===== config.mk =====
export PLATFORM = sky130hd
export DESIGN_NAME = adct_conv_ctrl
export DESIGN_NICKNAME = d
export VERILOG_FILES = /design/src/common/adct_pkg.sv /design/src/hw/adct_phase_gen.sv /design/src/hw/adct_conv_ctrl.sv
export SDC_FILE = /design/constraint.sdc
export NUM_CORES = 1
export LEC_CHECK = 0
export BUFFER_PORTS_ARGS = -buffer_cell sky130_fd_sc_hd__buf_2
export CAP_MARGIN = 20
export CORE_MARGIN = 2
export CORE_UTILIZATION = 55
export CTS_CLUSTER_SIZE = 28
export DETAILED_ROUTE_END_ITERATION = 16
export PLACE_DENSITY_LB_ADDON = 0.15
export SYNTH_ARGS = -nofsm -noshare
export SYNTH_HDL_FRONTEND = slang
export SYNTH_SLANG_ARGS = --single-unit

===== constraint.sdc =====
create_clock -name i_ref_clk -period 5.7 [get_ports i_ref_clk]
set_input_delay 1.14 -clock i_ref_clk [delete_from_list [all_inputs] [get_ports i_ref_clk]]
set_output_delay 1.14 -clock i_ref_clk [all_outputs]
set_load 0.02 [all_outputs]

===== src/common/adct_pkg.sv =====
// Package: constants and types for the converter timing and trigger control
package adct_pkg;

  // Clock-select codes
  localparam logic [1:0] CKS_DIV32 = 2'h0;
  localparam logic [1:0] CKS_DIV16 = 2'h1;
  localparam logic [1:0] CKS_DIV8  = 2'h2;
  localparam logic [1:0] CKS_DIV4  = 2'h3;

  // Trigger source select codes
  localparam logic [1:0] TRG_PIN_OR_MFT = 2'h0;
  localparam logic [1:0] TRG_PIN_ONLY   = 2'h1;
  localparam logic [1:0] TRG_MFT_ONLY   = 2'h2;
  localparam logic [1:0] TRG_MOTOR_ONLY = 2'h3;

  // Timing in peripheral-clock states for setting 00
  localparam int unsigned PHASE_BITS     = 5;
  localparam int unsigned DELAY_MIN_00   = 31;
  localparam int unsigned DELAY_MAX_00   = 62;
  localparam int unsigned SAMPLE_00      = 256;
  localparam int unsigned CONV_MIN_00    = 1024;
  localparam int unsigned CONV_MAX_00    = 1055;
  localparam int unsigned SCAN_CONV_00   = 1024;
  // Minimum single conversion totals for the other settings
  localparam int unsigned CONV_MIN_01    = 515;
  localparam int unsigned CONV_MIN_10    = 259;
  localparam int unsigned CONV_MIN_11    = 131;
  // Start delay states outside the fixed count: flag pickup and sync tick
  localparam int unsigned DELAY_SYNC     = 2;
  // Counter width covers the longest conversion
  localparam int unsigned CNT_W          = 11;
  localparam int unsigned RES_W          = 10;

  typedef logic [CNT_W-1:0] adct_cnt_t;

  // Control bits grouped from the control and status registers
  typedef struct packed {
    logic       scan_mode;
    logic       scan_continuous;
    logic [1:0] scan_count_m1;
    logic [1:0] clock_select;
    logic [1:0] trigger_source_select;
    logic       end_irq_enable;
    logic       route_to_transfer_controller;
  } adct_ctrl_s;

  typedef struct packed {
    logic [1:0] mft_req;
    logic       motor_req;
    logic       ext_trigger_n;
  } adct_trig_s;

endpackage


===== src/hw/adct_phase_gen.sv =====
// Free-running clock-division phase and per-setting timing counts
module adct_phase_gen
  import adct_pkg::*;
#(
  parameter int unsigned P_BITS = PHASE_BITS
) (
  input  wire logic        i_ref_clk,
  input  wire logic        i_rstn,
  input  wire logic        i_ce,
  input  wire logic [1:0]  i_clock_select,
  output logic             o_phase_tick,
  output adct_cnt_t        o_sample_len,
  output adct_cnt_t        o_body_len,
  output adct_cnt_t        o_scan_len
);

  logic [P_BITS-1:0] phase_reg;
  logic [P_BITS-1:0] phase_next;
  logic [P_BITS-1:0] phase_mask;
  logic [2:0]        shift;
  int unsigned       conv_min;

  always_comb begin
    shift      = {1'b0, i_clock_select};
    phase_mask = P_BITS'({P_BITS{1'b1}} >> shift);
    phase_next = phase_reg + P_BITS'(1);
    case (i_clock_select)
      CKS_DIV32: conv_min = CONV_MIN_00;
      CKS_DIV16: conv_min = CONV_MIN_01;
      CKS_DIV8:  conv_min = CONV_MIN_10;
      CKS_DIV4:  conv_min = CONV_MIN_11;
      default:   conv_min = CONV_MIN_00;
    endcase
  end

  always_ff @(posedge i_ref_clk) begin
    if (!i_rstn) begin
      phase_reg <= '0;
    end else if (i_ce) begin
      phase_reg <= phase_next;
    end
  end

  // Tick once per division period; delay spans one to two periods
  assign o_phase_tick = ((phase_reg & phase_mask) == phase_mask);
  assign o_sample_len = adct_cnt_t'(SAMPLE_00 >> shift);
  // Conversion after sampling: minimum total less minimum delay and sampling
  assign o_body_len   = adct_cnt_t'(conv_min - (DELAY_MIN_00 >> shift) - (SAMPLE_00 >> shift));
  assign o_scan_len   = adct_cnt_t'(SCAN_CONV_00 >> shift);

endmodule


===== src/hw/adct_conv_ctrl.sv =====
// Converter timing, trigger, end-flag and standby control
// Notes on behaviour
// - After start flag sets, wait start delay, sample input, then approximate.
// - Start delay 31-62, 15-30, 7-14 or 3-6 states per clock select.
// - Sampling lasts 256, 128, 64 or 32 states per clock select.
// - Single conversion totals 1024-1055, 515-530, 259-266 or 131-134 states.
// - First scan conversion follows single-mode delay and total time.
// - Later scan conversions take exactly 1024, 512, 256 or 128 states.
// - Enabled timer request sets start flag automatically, per converter unit.
// - Hardware-set start flag times the same as a software write.
// - External pin honoured only with trigger select 00 or 01.
// - Falling edge of active-low pin sets start flag, then acts as software start.
// - End interrupt requested while end flag set and enable bit one.
// - When routed to transfer controller, no processor interrupt is delivered.
// - Transfer controller's data transfer clears the end flag automatically.
// - After reset the converter stays halted in module standby.
// - Control bits accessible only once module standby is cleared.
// - Select 00 pin or timer, 01 pin, 10 timer, 11 motor timer.
// - Single mode start flag holds during conversion, clears at end; early clear aborts.
module adct_conv_ctrl
  import adct_pkg::*;
(
  input  wire logic        i_ref_clk,
  input  wire logic        i_rstn,
  input  wire logic        i_ce,
  input  wire logic        i_module_standby,
  input  wire adct_ctrl_s  i_ctrl,
  input  wire logic        i_ctrl_write,
  input  wire logic        i_start_write,
  input  wire logic        i_start_write_value,
  input  wire adct_trig_s  i_trig,
  input  wire logic        i_end_flag_clear,
  input  wire logic        i_transfer_done,
  input  wire logic [RES_W-1:0] i_sar_result,
  output logic             o_conversion_start_flag,
  output logic             o_conversion_end_flag,
  output logic             o_conversion_end_irq,
  output logic             o_transfer_request,
  output logic             o_sample_hold,
  output logic             o_sar_active,
  output logic             o_result_valid,
  output logic [1:0]       o_channel,
  output logic [RES_W-1:0] o_result,
  output logic             o_busy
);

  typedef enum logic [2:0] {
    ST_IDLE,
    ST_DELAY,
    ST_SAMPLE,
    ST_CONVERT
  } adct_state_e;

  adct_state_e      state_reg, state_next;
  adct_ctrl_s       ctrl_reg, ctrl_next;
  adct_cnt_t        cnt_reg, cnt_next;
  logic             start_reg, start_next;
  logic             end_reg, end_next;
  logic             first_reg, first_next;
  logic [1:0]       chan_reg, chan_next;
  logic             trig_n_reg, trig_n_next;
  logic [RES_W-1:0] result_reg, result_next;
  logic             valid_reg, valid_next;
  logic             delay_ticked_reg, delay_ticked_next;

  logic             phase_tick;
  adct_cnt_t        sample_len, body_len, scan_len;
  adct_cnt_t        delay_len;
  logic             pin_enabled, pin_fall, timer_hit, hw_start;
  logic             active;

  adct_phase_gen u_phase (
    .i_ref_clk      (i_ref_clk),
    .i_rstn         (i_rstn),
    .i_ce           (i_ce),
    .i_clock_select (ctrl_reg.clock_select),
    .o_phase_tick   (phase_tick),
    .o_sample_len   (sample_len),
    .o_body_len     (body_len),
    .o_scan_len     (scan_len)
  );

  // Fixed part of the start delay after the synchronising tick
  assign delay_len = adct_cnt_t'((DELAY_MIN_00 >> ctrl_reg.clock_select) - DELAY_SYNC);

  // Standby halts all but the phase counter and blocks control access
  assign active = i_ce && !i_module_standby;

  always_comb begin
    pin_enabled = (ctrl_reg.trigger_source_select == TRG_PIN_OR_MFT) ||
                  (ctrl_reg.trigger_source_select == TRG_PIN_ONLY);
    pin_fall    = pin_enabled && trig_n_reg && !i_trig.ext_trigger_n;
    case (ctrl_reg.trigger_source_select)
      TRG_PIN_OR_MFT: timer_hit = |i_trig.mft_req;
      TRG_PIN_ONLY:   timer_hit = 1'b0;
      TRG_MFT_ONLY:   timer_hit = |i_trig.mft_req;
      TRG_MOTOR_ONLY: timer_hit = i_trig.motor_req;
      default:        timer_hit = 1'b0;
    endcase
    hw_start = timer_hit || pin_fall;
  end

  always_comb begin
    state_next        = state_reg;
    ctrl_next         = ctrl_reg;
    cnt_next          = cnt_reg;
    start_next        = start_reg;
    end_next          = end_reg;
    first_next        = first_reg;
    chan_next         = chan_reg;
    trig_n_next       = i_trig.ext_trigger_n;
    result_next       = result_reg;
    valid_next        = 1'b0;
    delay_ticked_next = delay_ticked_reg;

    if (i_ctrl_write) begin
      ctrl_next = i_ctrl;
    end
    if (i_start_write) begin
      start_next = i_start_write_value;
    end
    if (hw_start) begin
      start_next = 1'b1;
    end

    case (state_reg)
      ST_IDLE: begin
        if (start_reg) begin
          state_next        = ST_DELAY;
          first_next        = 1'b1;
          chan_next         = 2'h0;
          delay_ticked_next = 1'b0;
        end
      end
      ST_DELAY: begin
        // First division tick synchronises, then a fixed count
        if (delay_ticked_reg) begin
          if (cnt_reg == '0) begin
            state_next = ST_SAMPLE;
            cnt_next   = sample_len - adct_cnt_t'(1);
          end else begin
            cnt_next = cnt_reg - adct_cnt_t'(1);
          end
        end else if (phase_tick) begin
          delay_ticked_next = 1'b1;
          cnt_next          = delay_len - adct_cnt_t'(1);
        end
      end
      ST_SAMPLE: begin
        if (cnt_reg == '0) begin
          state_next = ST_CONVERT;
          cnt_next   = body_len - adct_cnt_t'(1);
        end else begin
          cnt_next = cnt_reg - adct_cnt_t'(1);
        end
      end
      ST_CONVERT: begin
        if (cnt_reg == '0) begin
          result_next = i_sar_result;
          valid_next  = 1'b1;
          if (!ctrl_reg.scan_mode) begin
            end_next   = 1'b1;
            start_next = 1'b0;
            state_next = ST_IDLE;
          end else if (chan_reg == ctrl_reg.scan_count_m1) begin
            end_next = 1'b1;
            if (ctrl_reg.scan_continuous) begin
              chan_next  = 2'h0;
              state_next = ST_SAMPLE;
              cnt_next   = sample_len - adct_cnt_t'(1);
            end else begin
              start_next = 1'b0;
              state_next = ST_IDLE;
            end
          end else begin
            chan_next  = chan_reg + 2'h1;
            state_next = ST_SAMPLE;
            cnt_next   = sample_len - adct_cnt_t'(1);
          end
          first_next = 1'b0;
        end else begin
          cnt_next = cnt_reg - adct_cnt_t'(1);
        end
        // Later scan conversions: sample plus body equals fixed length
        if (cnt_reg == '0 && ctrl_reg.scan_mode && state_next == ST_SAMPLE) begin
          cnt_next = sample_len - adct_cnt_t'(1);
        end
      end
      default: begin
        state_next = ST_IDLE;
      end
    endcase

    // Scan body after the first uses the fixed period
    if (state_reg == ST_SAMPLE && cnt_reg == '0 && !first_reg) begin
      cnt_next = scan_len - sample_len - adct_cnt_t'(1);
    end

    // Clearing start mid-conversion aborts
    if (!start_next && state_next != ST_IDLE && state_reg != ST_IDLE) begin
      state_next = ST_IDLE;
    end

    if (i_end_flag_clear) begin
      end_next = 1'b0;
    end
    if (ctrl_reg.route_to_transfer_controller && i_transfer_done) begin
      end_next = 1'b0;
    end
    // Completion wins over a clear in the same cycle
    if (state_reg == ST_CONVERT && cnt_reg == '0 &&
        (!ctrl_reg.scan_mode || chan_reg == ctrl_reg.scan_count_m1)) begin
      end_next = 1'b1;
    end
  end

  always_ff @(posedge i_ref_clk) begin
    if (!i_rstn) begin
      state_reg        <= ST_IDLE;
      ctrl_reg         <= '0;
      cnt_reg          <= '0;
      start_reg        <= 1'b0;
      end_reg          <= 1'b0;
      first_reg        <= 1'b0;
      chan_reg         <= 2'h0;
      trig_n_reg       <= 1'b1;
      result_reg       <= '0;
      valid_reg        <= 1'b0;
      delay_ticked_reg <= 1'b0;
    end else if (active) begin
      state_reg        <= state_next;
      ctrl_reg         <= ctrl_next;
      cnt_reg          <= cnt_next;
      start_reg        <= start_next;
      end_reg          <= end_next;
      first_reg        <= first_next;
      chan_reg         <= chan_next;
      trig_n_reg       <= trig_n_next;
      result_reg       <= result_next;
      valid_reg        <= valid_next;
      delay_ticked_reg <= delay_ticked_next;
    end
  end

  assign o_conversion_start_flag = start_reg;
  assign o_conversion_end_flag   = end_reg;
  assign o_conversion_end_irq    = end_reg && ctrl_reg.end_irq_enable &&
                                   !ctrl_reg.route_to_transfer_controller;
  assign o_transfer_request      = end_reg && ctrl_reg.end_irq_enable &&
                                   ctrl_reg.route_to_transfer_controller;
  assign o_sample_hold           = (state_reg == ST_SAMPLE);
  assign o_sar_active            = (state_reg == ST_CONVERT);
  assign o_result_valid          = valid_reg;
  assign o_channel               = chan_reg;
  assign o_result                = result_reg;
  assign o_busy                  = (state_reg != ST_IDLE);

endmodule


==> flow_summary.ini <==
[power]
irDropWorstVdd_uv = 139.6
power_density_mw_per_mm2 = 216.5
leakagePower_uw = 0.001125

[clock_tree]
clk_pin_slew_ns = 0.08
postCtsResizedCells = 0
holdBufCountCts = 0
cts_tree = built
cts_sinks = 47
cts-root-buf = clkbuf_8
clock_path_buffers = 2
clock_latency_ns = 0.29
postCtsSetupRepairBufs = 0
cts_buffers = 5
ctsHtreeMaxLevel = 2

[synthesis]
yosys.cell_count.top_type = nand2_1
synthFlopType = dfxtp_1
synthTopCellsByArea = dfxtp_1 (38%), nand2_1 (9.5%), a21oi_1 (8.1%)
mappedNetlistArea_mm2 = 0.002462
synth_fp_nets = 355
avgSynthCellArea_um2 = 7.719
async_flop_share_pct = 0
yosys.area.top_type = dfxtp_1
seq_area_frac_synth_pct = 38.21
syn_inst = 319
ys_types = 55
ys_warn_count = 0
ys_ff_latch = 47
yosys.area.top_type_share_pct = 38.21
synth_edf_count = 0
synth_common_cells = nand2_1 (62), dfxtp_1 (47), a21oi_1 (40), nor2_1 (18), clkbuf_1 (15)

[outcome]
status = finished clean

[critical_path]
ff2ff_path_depth = 8
crit_path_start_kind = flip-flop
crit-reg2reg-launch = cnt_reg[0]
cp-end-kind = output port
endpoint = o_sar_active
path_class = reg2out
cp.arrival_ns = 1.73
cp-startpoint = state_reg[2]
rrSetupSlack_ns = 3.21
regToRegEndpoint = cnt_reg[7]
crit_fanout = 10
required_ns = 4.56

[placement]
place.gp.congestion = 0.8938
place.detailed.hpwl_um = 4433
place_inst = 404
port_buffers = 52

[cells_and_area]
drive_gt1_share_pct = 20.56
final_cells = 412
syn_to_final_growth_pct = 15.35
nets = 396
largest_register_ffs = 11
diodes = 0

[route]
wl_per_cell_um = 14.91
first_pass_iters = 4
finalWirelength_um = 6144
drtIter0Drc = 281
drc_errors = 0
num_vias = 2500
viasPerCell = 6.068
final_antenna_net_count = 0

[timing]
setup_viol = 0
relSlewSlack_pct = 37.48
timing.fmax_mhz = 348.3
holdWs_ns = 0.4531
min_period_ns = 2.871
fin_skew_ns = 0.002388
layout_worst_path_cycle_share_pct = 50.37
worst_pin_slew_ns = 0.9298
finalMaxSlewViolations = 0
final-hold-violation-count = 0
setup_tns_ns = 0
rsz0062_at_grt = no

[grt]
grt_max_degree = 27
grtUsageTotal_pct = 25.42
grt_pass1_vias = 2399
grt_pass1_wl_um = 10530
grt_overflow_total = 0
antenna_found_initial = 0

[floorplanning]
start_util_pct = 56.94
die_w_um = 70.91
num_rows = 24
core-area_mm2 = 0.004324
dieArea_mm2 = 0.005028
io_pins = 53
die_y_um = 70.91

[job]
maxCapViolCount = 0

[worst_hold_path]
hold_class = reg2reg
-- critical path, cell delays in order (launching register included) --
cell and delay [ns]:
dfxtp_1 0.44, and2b_1 0.27, nand2_1 0.17, clkinv_1 0.30, buf_2 0.26
-- how the worst min path moves through the flow --
stage                           start           to  slack (ns)  cells after the start
final                     cnt_reg[10]  cnt_reg[10]        0.45                      2
after global routing      o_result[4]  o_result[4]        0.48                      2
after CTS                 cnt_reg[10]  cnt_reg[10]        0.45                      2
after detailed placement  cnt_reg[10]  cnt_reg[10]        0.44                      2
after global placement    cnt_reg[10]  cnt_reg[10]        0.42                      2
after floorplan           cnt_reg[10]  cnt_reg[10]        0.41                      2
-- final cells by class --
class | count | area (µm²)
flip-flops and latches | 47 | 940.9
repair buffers | 55 | 302.8
multi-input cells | 242 | 1395
clock buffers | 6 | 72.57
fillers | 400 | 1484
well taps | 52 | 65.06
inverters | 9 | 33.78
clock inverters | 1 | 30.03
-- routing by layer --
layer | up-vias | global-route usage [%] | share of wire (%)
met4 | 0 | 9.644 | 2.2
li1 | 1233 | - | -
met2 | 89 | 44.65 | 49
met3 | 15 | 4.416 | 5.7
met5 | - | 0 | 0
met1 | 1163 | 31.04 | 43
-- where the power goes --
part / internal, µW / leakage [µW] / total, µW / switching [µW]
clock network: 129 / 0.0000513 / 232 / 104
logic: 19.2 / 0.000694 / 43.2 / 24.0
registers: 333 / 0.000380 / 340 / 6.29
total: 481 / 0.00113 / 615 / 134
-- layout by cell type, fill, tap and decap left out, types with 6 or more instances in the layout --
master,instances
a211oi_1,8
a21oi_1,40
buf_2,52
dfxtp_1,47
inv_1,8
nand2_1,62
nand3_1,11
nor2_1,18
nor3_1,9
o21ai_0,13
xor2_1,6
-- through the flow --
stage          utilization (%)  setup WS, ns  instance area [µm²]  power [µW]
2_1_floorplan                -         3.136                 2462       370.5
3_3_place_gp             62.50         2.699                 2703       387.1
3_5_place_dp             63.14         2.688                 2730       390.1
4_1_cts                  65.51         2.800                 2833       619.8
5_1_grt                  65.68         2.733                 2840       640.6
6_report                 65.68         2.829                 2840       614.9
-- cells by family after synthesis --
family	Yosys count	synth area share, %
compound gates	99	26.47
xor+xnor	8	2.846
fa+ha+maj	3	1.525
buf+inv	30	5.132
flops	47	38.21
mux	1	0.4065
simple gates	131	25.41
Power figures use the tool's default switching activity.
